===== src/shared/dapr_cfg.svh =====
`ifndef DAPR_CFG_SVH
`define DAPR_CFG_SVH

// register byte offsets
`define DAPR_OFF_PTR_HI 12'hDF0
`define DAPR_OFF_PTR_LO 12'hDF8
`define DAPR_OFF_PERM 12'hFB8
`define DAPR_OFF_CTRL 12'hD00

// permission status field positions (low bit of each two-bit field)
`define DAPR_POS_ROOT_NI 26
`define DAPR_POS_ROOT_I 24
`define DAPR_POS_REALM_NI 14
`define DAPR_POS_REALM_I 12
`define DAPR_POS_SEC_NI 6
`define DAPR_POS_SEC_I 4
`define DAPR_POS_OPEN_NI 2
`define DAPR_POS_OPEN_I 0

// control word bit positions
`define DAPR_CTRL_OPEN_EN 0
`define DAPR_CTRL_SEC_EN 1
`define DAPR_CTRL_ROOT_EN 2
`define DAPR_CTRL_REALM_EN 3

// pointer low word format bits
`define DAPR_PTR_FMT_BIT 1
`define DAPR_PTR_PRES_BIT 0

// reset values
`define DAPR_CTRL_RESET 4'h0

`endif


===== src/shared/dapr_pkg.sv =====
package dapr_pkg;

  // two-bit debug state encoding; 2'b01 is never produced
  typedef enum logic [1:0] {
    DAPR_ST_ABSENT = 2'b00,
    DAPR_ST_RSVD = 2'b01,
    DAPR_ST_OFF = 2'b10,
    DAPR_ST_ON = 2'b11
  } dapr_state_t;

  typedef enum logic [1:0] {
    DAPR_PH_IDLE,
    DAPR_PH_SETUP,
    DAPR_PH_ACCESS
  } dapr_phase_t;

endpackage


===== src/verilog/dapr_regs.sv =====
// Behaviour
// RL1 - permission status word, top four bits zero
// RL2 - root fields: absent, off, on
// RL3 - realm fields: absent, off, on
// RL4 - unprivileged and hypervisor fields always zero
// RL5 - secure fields on when secure enable set
// RL6 - secure fields off or absent otherwise
// RL7 - open fields on when port enable set
// RL8 - open fields off otherwise; 01 never used
// RL9 - pointer low and high words, high zero; here high reads POINTER_PAGE[51:20] unless WIDE_POINTER is clear
// RL10 - pointer holds upper address bits only
// RL11 - pointer low bits 11 to 2 zero
// RL12 - pointer format bit reads one
// RL13 - presence bit shows attached debug entry
// RL14 - pointer targets component or table page
// RL15 - debugger reads ident words via transfer address
// RL16 - debugger treats bad pointers as non-fatal
// RL17 - pointer is an open-space address
// RL18 - status reads side-effect free, writes ignored
`timescale 1ns/1ns
`include "dapr_cfg.svh"

module dapr_regs
  import dapr_pkg::*;
#(
  parameter bit HAS_REALM = 1'b1,
  parameter bit HAS_SECURE = 1'b1,
  parameter bit WIDE_POINTER = 1'b1,
  parameter bit ENTRY_PRESENT = 1'b1,
  // arbitrary default: page of the component or its table, open address space
  parameter logic [51:0] POINTER_PAGE = 52'h0_0000_E00F_F
) (
  input wire logic pclk,
  input wire logic presetn,
  input wire logic clk_en,
  input wire logic psel,
  input wire logic penable,
  input wire logic pwrite,
  input wire logic [11:0] paddr,
  input wire logic [31:0] pwdata,
  input wire logic [3:0] pstrb,
  output logic [31:0] prdata,
  output logic pready,
  output logic pslverr,
  output logic port_access_enable,
  output logic secure_access_enable
);

  // control word and captured read data
  logic [3:0] ctrl_q;
  logic [3:0] ctrl_d;
  logic [31:0] rdata_q;
  logic [31:0] rdata_d;
  // assembled read words
  logic [31:0] perm_word;
  logic [31:0] ptr_lo;
  logic [31:0] ptr_hi;
  logic [31:0] ctrl_word;
  // pointer page slices
  logic [19:0] page_lo;
  logic [31:0] page_hi;
  // per-domain debug state
  dapr_state_t root_st;
  dapr_state_t realm_st;
  dapr_state_t sec_st;
  dapr_state_t open_st;
  // field table feeding the permission word
  dapr_state_t field_st [8];
  logic [31:0] field_word [8];
  // bus phase tracking
  dapr_phase_t phase_q;
  dapr_phase_t phase_d;
  logic rd_setup;
  logic access_cyc;
  logic wr_take;
  // address decode
  logic hit_perm;
  logic hit_ptr_lo;
  logic hit_ptr_hi;
  logic hit_ctrl;
  logic ctrl_wr;
  // enables held in the control word
  logic root_en;
  logic realm_en;
  logic sec_en;
  logic open_en;

  // low bit of each two-bit field, in field table order
  localparam int FIELD_POS [8] = '{
    `DAPR_POS_ROOT_NI,
    `DAPR_POS_ROOT_I,
    `DAPR_POS_REALM_NI,
    `DAPR_POS_REALM_I,
    `DAPR_POS_SEC_NI,
    `DAPR_POS_SEC_I,
    `DAPR_POS_OPEN_NI,
    `DAPR_POS_OPEN_I
  };

  // zero wait states: every access phase completes at once
  assign pready = 1'b1;
  assign pslverr = 1'b0;
  assign prdata = rdata_q;

  // cycle classes; clk_en low means nothing is taken
  assign rd_setup = clk_en & psel & ~penable & ~pwrite;
  assign access_cyc = psel & penable & (phase_q == DAPR_PH_SETUP);
  assign wr_take = clk_en & access_cyc & pwrite;

  // phase follower; only a setup seen last cycle opens an access
  always_comb begin
    case (phase_q)
      DAPR_PH_IDLE: begin
        if (psel && !penable) begin
          phase_d = DAPR_PH_SETUP;
        end else begin
          phase_d = DAPR_PH_IDLE;
        end
      end
      DAPR_PH_SETUP: begin
        if (psel && penable) begin
          phase_d = DAPR_PH_ACCESS;
        end else if (psel) begin
          phase_d = DAPR_PH_SETUP;
        end else begin
          phase_d = DAPR_PH_IDLE;
        end
      end
      DAPR_PH_ACCESS: begin
        // pready is always high, so an access never stretches
        if (psel && !penable) begin
          phase_d = DAPR_PH_SETUP;
        end else begin
          phase_d = DAPR_PH_IDLE;
        end
      end
      default: begin
        phase_d = DAPR_PH_IDLE;
      end
    endcase
  end

  // phase register; frozen with the rest while clk_en is low
  always_ff @(posedge pclk or negedge presetn) begin
    if (!presetn) begin
      phase_q <= DAPR_PH_IDLE;
    end else if (clk_en) begin
      phase_q <= phase_d;
    end
  end

  // status and pointer offsets
  always_comb begin
    hit_perm = (paddr == `DAPR_OFF_PERM);
    hit_ptr_lo = (paddr == `DAPR_OFF_PTR_LO);
    hit_ptr_hi = (paddr == `DAPR_OFF_PTR_HI);
  end

  // control offset
  always_comb begin
    hit_ctrl = (paddr == `DAPR_OFF_CTRL);
  end

  // only the control word takes writes; status and pointer ignore them
  assign ctrl_wr = wr_take & hit_ctrl & pstrb[0]; // see RL18

  // control next value
  always_comb begin
    ctrl_d = ctrl_q;
    // upper write data bits have no home and are dropped
    if (ctrl_wr) begin
      ctrl_d = pwdata[3:0];
    end
  end

  // control word: only register that software can change
  always_ff @(posedge pclk or negedge presetn) begin
    if (!presetn) begin
      ctrl_q <= `DAPR_CTRL_RESET;
    end else if (clk_en) begin
      ctrl_q <= ctrl_d;
    end
  end

  // enable bits of the control word
  assign open_en = ctrl_q[`DAPR_CTRL_OPEN_EN];
  assign sec_en = ctrl_q[`DAPR_CTRL_SEC_EN];
  assign root_en = ctrl_q[`DAPR_CTRL_ROOT_EN];
  assign realm_en = ctrl_q[`DAPR_CTRL_REALM_EN];
  assign port_access_enable = open_en;
  assign secure_access_enable = sec_en;

  // page slices of the fixed pointer
  assign page_lo = POINTER_PAGE[19:0];
  assign page_hi = POINTER_PAGE[51:20];

  // root state; without the optional world the field reads absent
  always_comb begin
    case ({HAS_REALM, root_en})
      2'b11: begin
        root_st = DAPR_ST_ON; // see RL2
      end
      2'b10: begin
        root_st = DAPR_ST_OFF; // see RL2
      end
      default: begin
        root_st = DAPR_ST_ABSENT; // see RL2
      end
    endcase
  end

  // realm state, same shape as root
  always_comb begin
    case ({HAS_REALM, realm_en})
      2'b11: begin
        realm_st = DAPR_ST_ON; // see RL3
      end
      2'b10: begin
        realm_st = DAPR_ST_OFF; // see RL3
      end
      default: begin
        realm_st = DAPR_ST_ABSENT; // see RL3
      end
    endcase
  end

  // secure state; an enable without secure support still reads absent
  always_comb begin
    case ({HAS_SECURE, sec_en})
      2'b11: begin
        sec_st = DAPR_ST_ON; // see RL5
      end
      2'b10: begin
        sec_st = DAPR_ST_OFF; // see RL6
      end
      default: begin
        sec_st = DAPR_ST_ABSENT; // see RL6
      end
    endcase
  end

  // open state; always implemented, so never absent
  always_comb begin
    case (open_en)
      1'b1: begin
        open_st = DAPR_ST_ON; // see RL7
      end
      default: begin
        open_st = DAPR_ST_OFF; // see RL8
      end
    endcase
  end

  // field table; invasive and non-invasive share one state per domain
  always_comb begin
    field_st[0] = root_st;
    field_st[1] = root_st;
    field_st[2] = realm_st;
    field_st[3] = realm_st;
    field_st[4] = sec_st;
    field_st[5] = sec_st;
    field_st[6] = open_st;
    field_st[7] = open_st;
  end

  // one shifted word per field; the fields never overlap
  for (genvar g = 0; g < 8; g++) begin : gen_field
    dapr_state_t safe_st;
    // the reserved code can never leave the port, whatever feeds the table
    always_comb begin
      case (field_st[g])
        DAPR_ST_ON: begin
          safe_st = DAPR_ST_ON;
        end
        DAPR_ST_OFF: begin
          safe_st = DAPR_ST_OFF;
        end
        default: begin
          safe_st = DAPR_ST_ABSENT; // see RL8
        end
      endcase
    end
    assign field_word[g] = {30'h0, safe_st} << FIELD_POS[g];
  end

  // merge fields; bits outside them stay zero
  always_comb begin
    perm_word = 32'h0000_0000; // see RL1 see RL4
    for (int f = 0; f < 8; f++) begin
      perm_word = perm_word | field_word[f];
    end
  end

  // pointer low word; low twelve address bits are implied zero
  always_comb begin
    ptr_lo = 32'h0000_0000; // see RL11
    ptr_lo[31:12] = page_lo; // see RL10 see RL14 see RL17
    ptr_lo[`DAPR_PTR_FMT_BIT] = 1'b1; // see RL12
    ptr_lo[`DAPR_PTR_PRES_BIT] = ENTRY_PRESENT; // see RL13
  end

  // pointer high word; a narrow pointer reads zero here
  always_comb begin
    if (WIDE_POINTER) begin
      ptr_hi = page_hi; // see RL9
    end else begin
      ptr_hi = 32'h0000_0000; // see RL9
    end
  end

  // control word as read back
  assign ctrl_word = {28'h000_0000, ctrl_q};

  // read mux; unmapped offsets read zero
  always_comb begin
    // decodes are exact compares, so at most one hit is ever set
    case ({hit_perm, hit_ptr_lo, hit_ptr_hi, hit_ctrl})
      4'b1000: begin
        rdata_d = perm_word;
      end
      4'b0100: begin
        rdata_d = ptr_lo;
      end
      4'b0010: begin
        rdata_d = ptr_hi;
      end
      4'b0001: begin
        rdata_d = ctrl_word;
      end
      default: begin
        rdata_d = 32'h0000_0000;
      end
    endcase
  end

  // capture in setup so data stands through the access phase; no side effects
  always_ff @(posedge pclk or negedge presetn) begin
    if (!presetn) begin
      rdata_q <= 32'h0000_0000;
    end else if (rd_setup) begin
      rdata_q <= rdata_d; // see RL18
    end
  end

endmodule


===== config.mk =====
export PLATFORM = sky130hd
export DESIGN_NAME = dapr_regs
export DESIGN_NICKNAME = d
export VERILOG_FILES = /design/src/shared/dapr_pkg.sv /design/src/verilog/dapr_regs.sv
export VERILOG_INCLUDE_DIRS = /design/src /design/src/shared
export SDC_FILE = /design/constraint.sdc
export NUM_CORES = 1
export LEC_CHECK = 0
export ABC_AREA = 1
export BUFFER_PORTS_ARGS = -buffer_cell sky130_fd_sc_hd__buf_4
export CORE_MARGIN = 2
export CORE_UTILIZATION = 41
export DETAILED_ROUTE_END_ITERATION = 6
export PLACE_DENSITY = 0.84
export RECOVER_POWER = 50
export SLEW_MARGIN = 30
export SYNTH_ARGS = -nofsm -noshare
export SYNTH_HDL_FRONTEND = slang
export SYNTH_SLANG_ARGS = --single-unit
export TNS_END_PERCENT = 100

===== constraint.sdc =====
create_clock -name pclk -period 2.9 [get_ports pclk]
set_input_delay 0.145 -clock pclk [delete_from_list [all_inputs] [get_ports pclk]]
set_output_delay 0.145 -clock pclk [all_outputs]
set_load 0.03 [all_outputs]

==> flow_metrics.py <==
metrics = {
    "timing": {
        "tightestPinTransition_ns": 0.833,
        "period_share": 0.488,
        "fmax_ghz": 0.706,
        "setup_viol": 0,
        "finClkSkew_ns": 0.00286,
        "holdWs_ns": 0.0518,
        "final-max-slew-violation-count": 0,
        "relSlewSlack": 0.444,
        "fin_crit_ns": 1.42,
        "rsz0062_at_grt": "no",
        "final.setup.tns_ns": 0,
        "finalHoldViolations": 0,
    },
    "worst_setup_path": {
        "worstPathArrival_ns": 1.65,
        "rrSetupSlack_ns": 1.78,
        "path_class": "in2reg",
        "crit_end": "prdata[6]$_DFFE_PN0P_",
        "cp_max_fo": 14,
        "r2r_start": "phase_q[1]$_DFFE_PN0P_",
        "crit_path_cell_trace": "clkbuf_1 -> nor3_1 -> inv_1 -> nor2_1 -> nand2_1 -> nand2_1",
        "reg2reg_depth": 6,
        "cp_slowest_cell": "nor3_1",
        "critPathLaunch": "penable",
        "crit_top_cell": "nand2_1",
        "cp.required_ns": 3.13,
        "startpoint_type": "input port",
        "worst_r2r_endpoint": "ctrl_q[1]$_DFFE_PN0P_",
        "slowest_delay_ns": 0.57,
        "cp-end-kind": "flop",
    },
    "clock_network": {
        "post_cts_buffers": 0,
        "worstSkewPairLatency_ns": 0.29,
        "clock-sinks": 16,
        "clk_pin_slew_ns": 0.09,
        "h-tree-depth": 1,
        "root_buffer": "clkbuf_4",
        "post_cts_resized": 0,
        "cts_buffers": 3,
        "cts_tree": "built",
        "clock_path_buffers": 2,
    },
    "logic_synthesis": {
        "synth.avg_cell_area_um2": 7.16,
        "synth_edf_count": 0,
        "syn_inst": 153,
        "ys_seq_area_frac": 0.365,
        "synth_area_um2": 1100,
        "yosysMostFrequentCell": "nand2_1",
        "synth_cell_types": 19,
        "synthTopCellsByArea": "dfrtp_1, buf_4, nand2_1",
        "synth_top_cell_by_area": "dfrtp_1",
        "netlist.area_leader.share": 0.365,
        "async_flop_share": 1.00,
        "ys.flop_type": "dfrtp_1",
        "ys_ff_latch": 16,
        "ys_warn_count": 0,
        "yosys-top-cells-count": "nand2_1, buf_4, nand3_1, dfrtp_1, nor2_1",
    },
    "finish": {
        "num-nets-final": 244,
        "fin_util": 0.540,
        "fin_area_um2": 1350,
        "n_fill_cell": 276,
        "n_antenna_cell": 0,
        "drive_above_1_share": 0.286,
        "flow.area_growth_from_synthesis_pct": 23.2,
    },
    "routing": {
        "first_iter_violations": 15,
        "wl_per_cell_um": 9.60,
        "vias": 979,
        "detail-route-antenna-nets": 0,
        "via_per_inst": 4.47,
        "wl_um": 2100,
        "drc": 0,
        "drt_first_pass_iters": 4,
    },
    "die": {
        "die_area_um2": 3100,
        "rows": 18,
        "die_y_um": 55.7,
        "start_util": 0.438,
        "die_width_um": 55.7,
        "coreArea_um2": 2500,
        "ios": 90,
    },
    "power": {
        "p_leak_nw": 0.791,
        "p_per_area_nw_per_um2": 330,
        "worst_ir_drop_vdd_mv": 0.183,
        "p_total_mw": 0.446,
    },
    "global_routing": {
        "antenna_found_initial": 0,
        "grt_pass1_wl_um": 3670,
        "track_usage": 0.146,
        "grt_overflow": 0,
        "grt_pass1_vias": 900,
        "grt_max_degree": 17,
    },
    "run": {
        "maxCapViolCount": 0,
    },
    "placement": {
        "place.detailed.hpwl_um": 1740,
        "place_area_um2": 1330,
        "gp_congestion": 0.845,
        "io_buffers": 47,
    },
    "min_path": {
        "hold_path.class": "in2reg",
    },
    "run_status": {
        "outcome": "finished, final reports clean",
    },
}
-- worst min-delay path by stage --
stage                  from                endpoint  slack, ns  cells past startpoint
floorplan           presetn   ctrl_q[0]$_DFFE_PN0P_      -0.15                      0
global placement    presetn  prdata[27]$_DFFE_PN0P_      0.008                      1
detailed placement  presetn   prdata[1]$_DFFE_PN0P_       0.01                      1
CTS                  clk_en  phase_q[1]$_DFFE_PN0P_       0.05                      2
global route         clk_en  phase_q[0]$_DFFE_PN0P_       0.06                      2
finish               clk_en  phase_q[1]$_DFFE_PN0P_       0.05                      2
-- routing by layer --
metal	part of all wire	up-vias	global-route usage
li1	-	512	-
met1	0.40	428	0.172
met2	0.50	37	0.257
met3	0.088	2	0.0372
met4	0.0043	0	0.0453
met5	0	-	0
-- logic make-up (layout without fill, tap and decap cells) --
family | Yosys count | count (layout) | share of synthesized area
and+or+nand+nor | 87 | 87 | 0.361
buffers and inverters | 41 | 68 | 0.229
AOI/OAI and AO/OA | 7 | 7 | 0.0377
DFF | 16 | 16 | 0.365
other | 2 | 11 | 0.00685
-- metrics by stage --
stage	instances	setup WS [ns]
finish	219	1.48
global route	219	1.31
CTS	219	1.76
detailed placement	214	1.74
global placement	214	1.77
floorplan	162	1.89
-- timing repair --
action,CTS,global route
setup endpoints to repair,0,0
hold buffers,1,0
endpoints found under the hold margin,16,0
-- final cells by class --
class                   count  area, um^2  area share
multi-input cells         105         460       0.341
clock buffers               4        36.3      0.0269
flip-flops and latches     16         400       0.297
inverters                  16        60.1      0.0445
well taps                  30        37.5      0.0278
repair buffers             48         355       0.263
-- placed cells by master, fill, tap and decap left out, drive strengths merged --
master / count
nand2: 46
buf: 45
nor2: 19
nand3: 18
dfrtp: 16
inv: 16
conb: 11
clkbuf: 6
o21ai: 5
nor3: 2
nand4: 2
o211ai: 1
a21oi: 1
dlygate4sd3: 1
-- flip-flops by register name (all words and copies together), names as in the netlist --
signal   flops
ctrl_q       4
phase_q      2
prdata      10
-- critical path: cells and delay by family --
| family | cells | cell delay, ns |
|---|---|---|
| and+or+nand+nor | 4 | 1.02 |
| buffers and inverters | 2 | 0.48 |
-- where the power goes --
group          switching (mW)  internal, mW
Sequential            0.00116         0.225
Clock                  0.0727        0.0764
Combinational          0.0456        0.0253
Total                   0.119         0.326
Note: power is estimated with default switching activity, not from simulation.
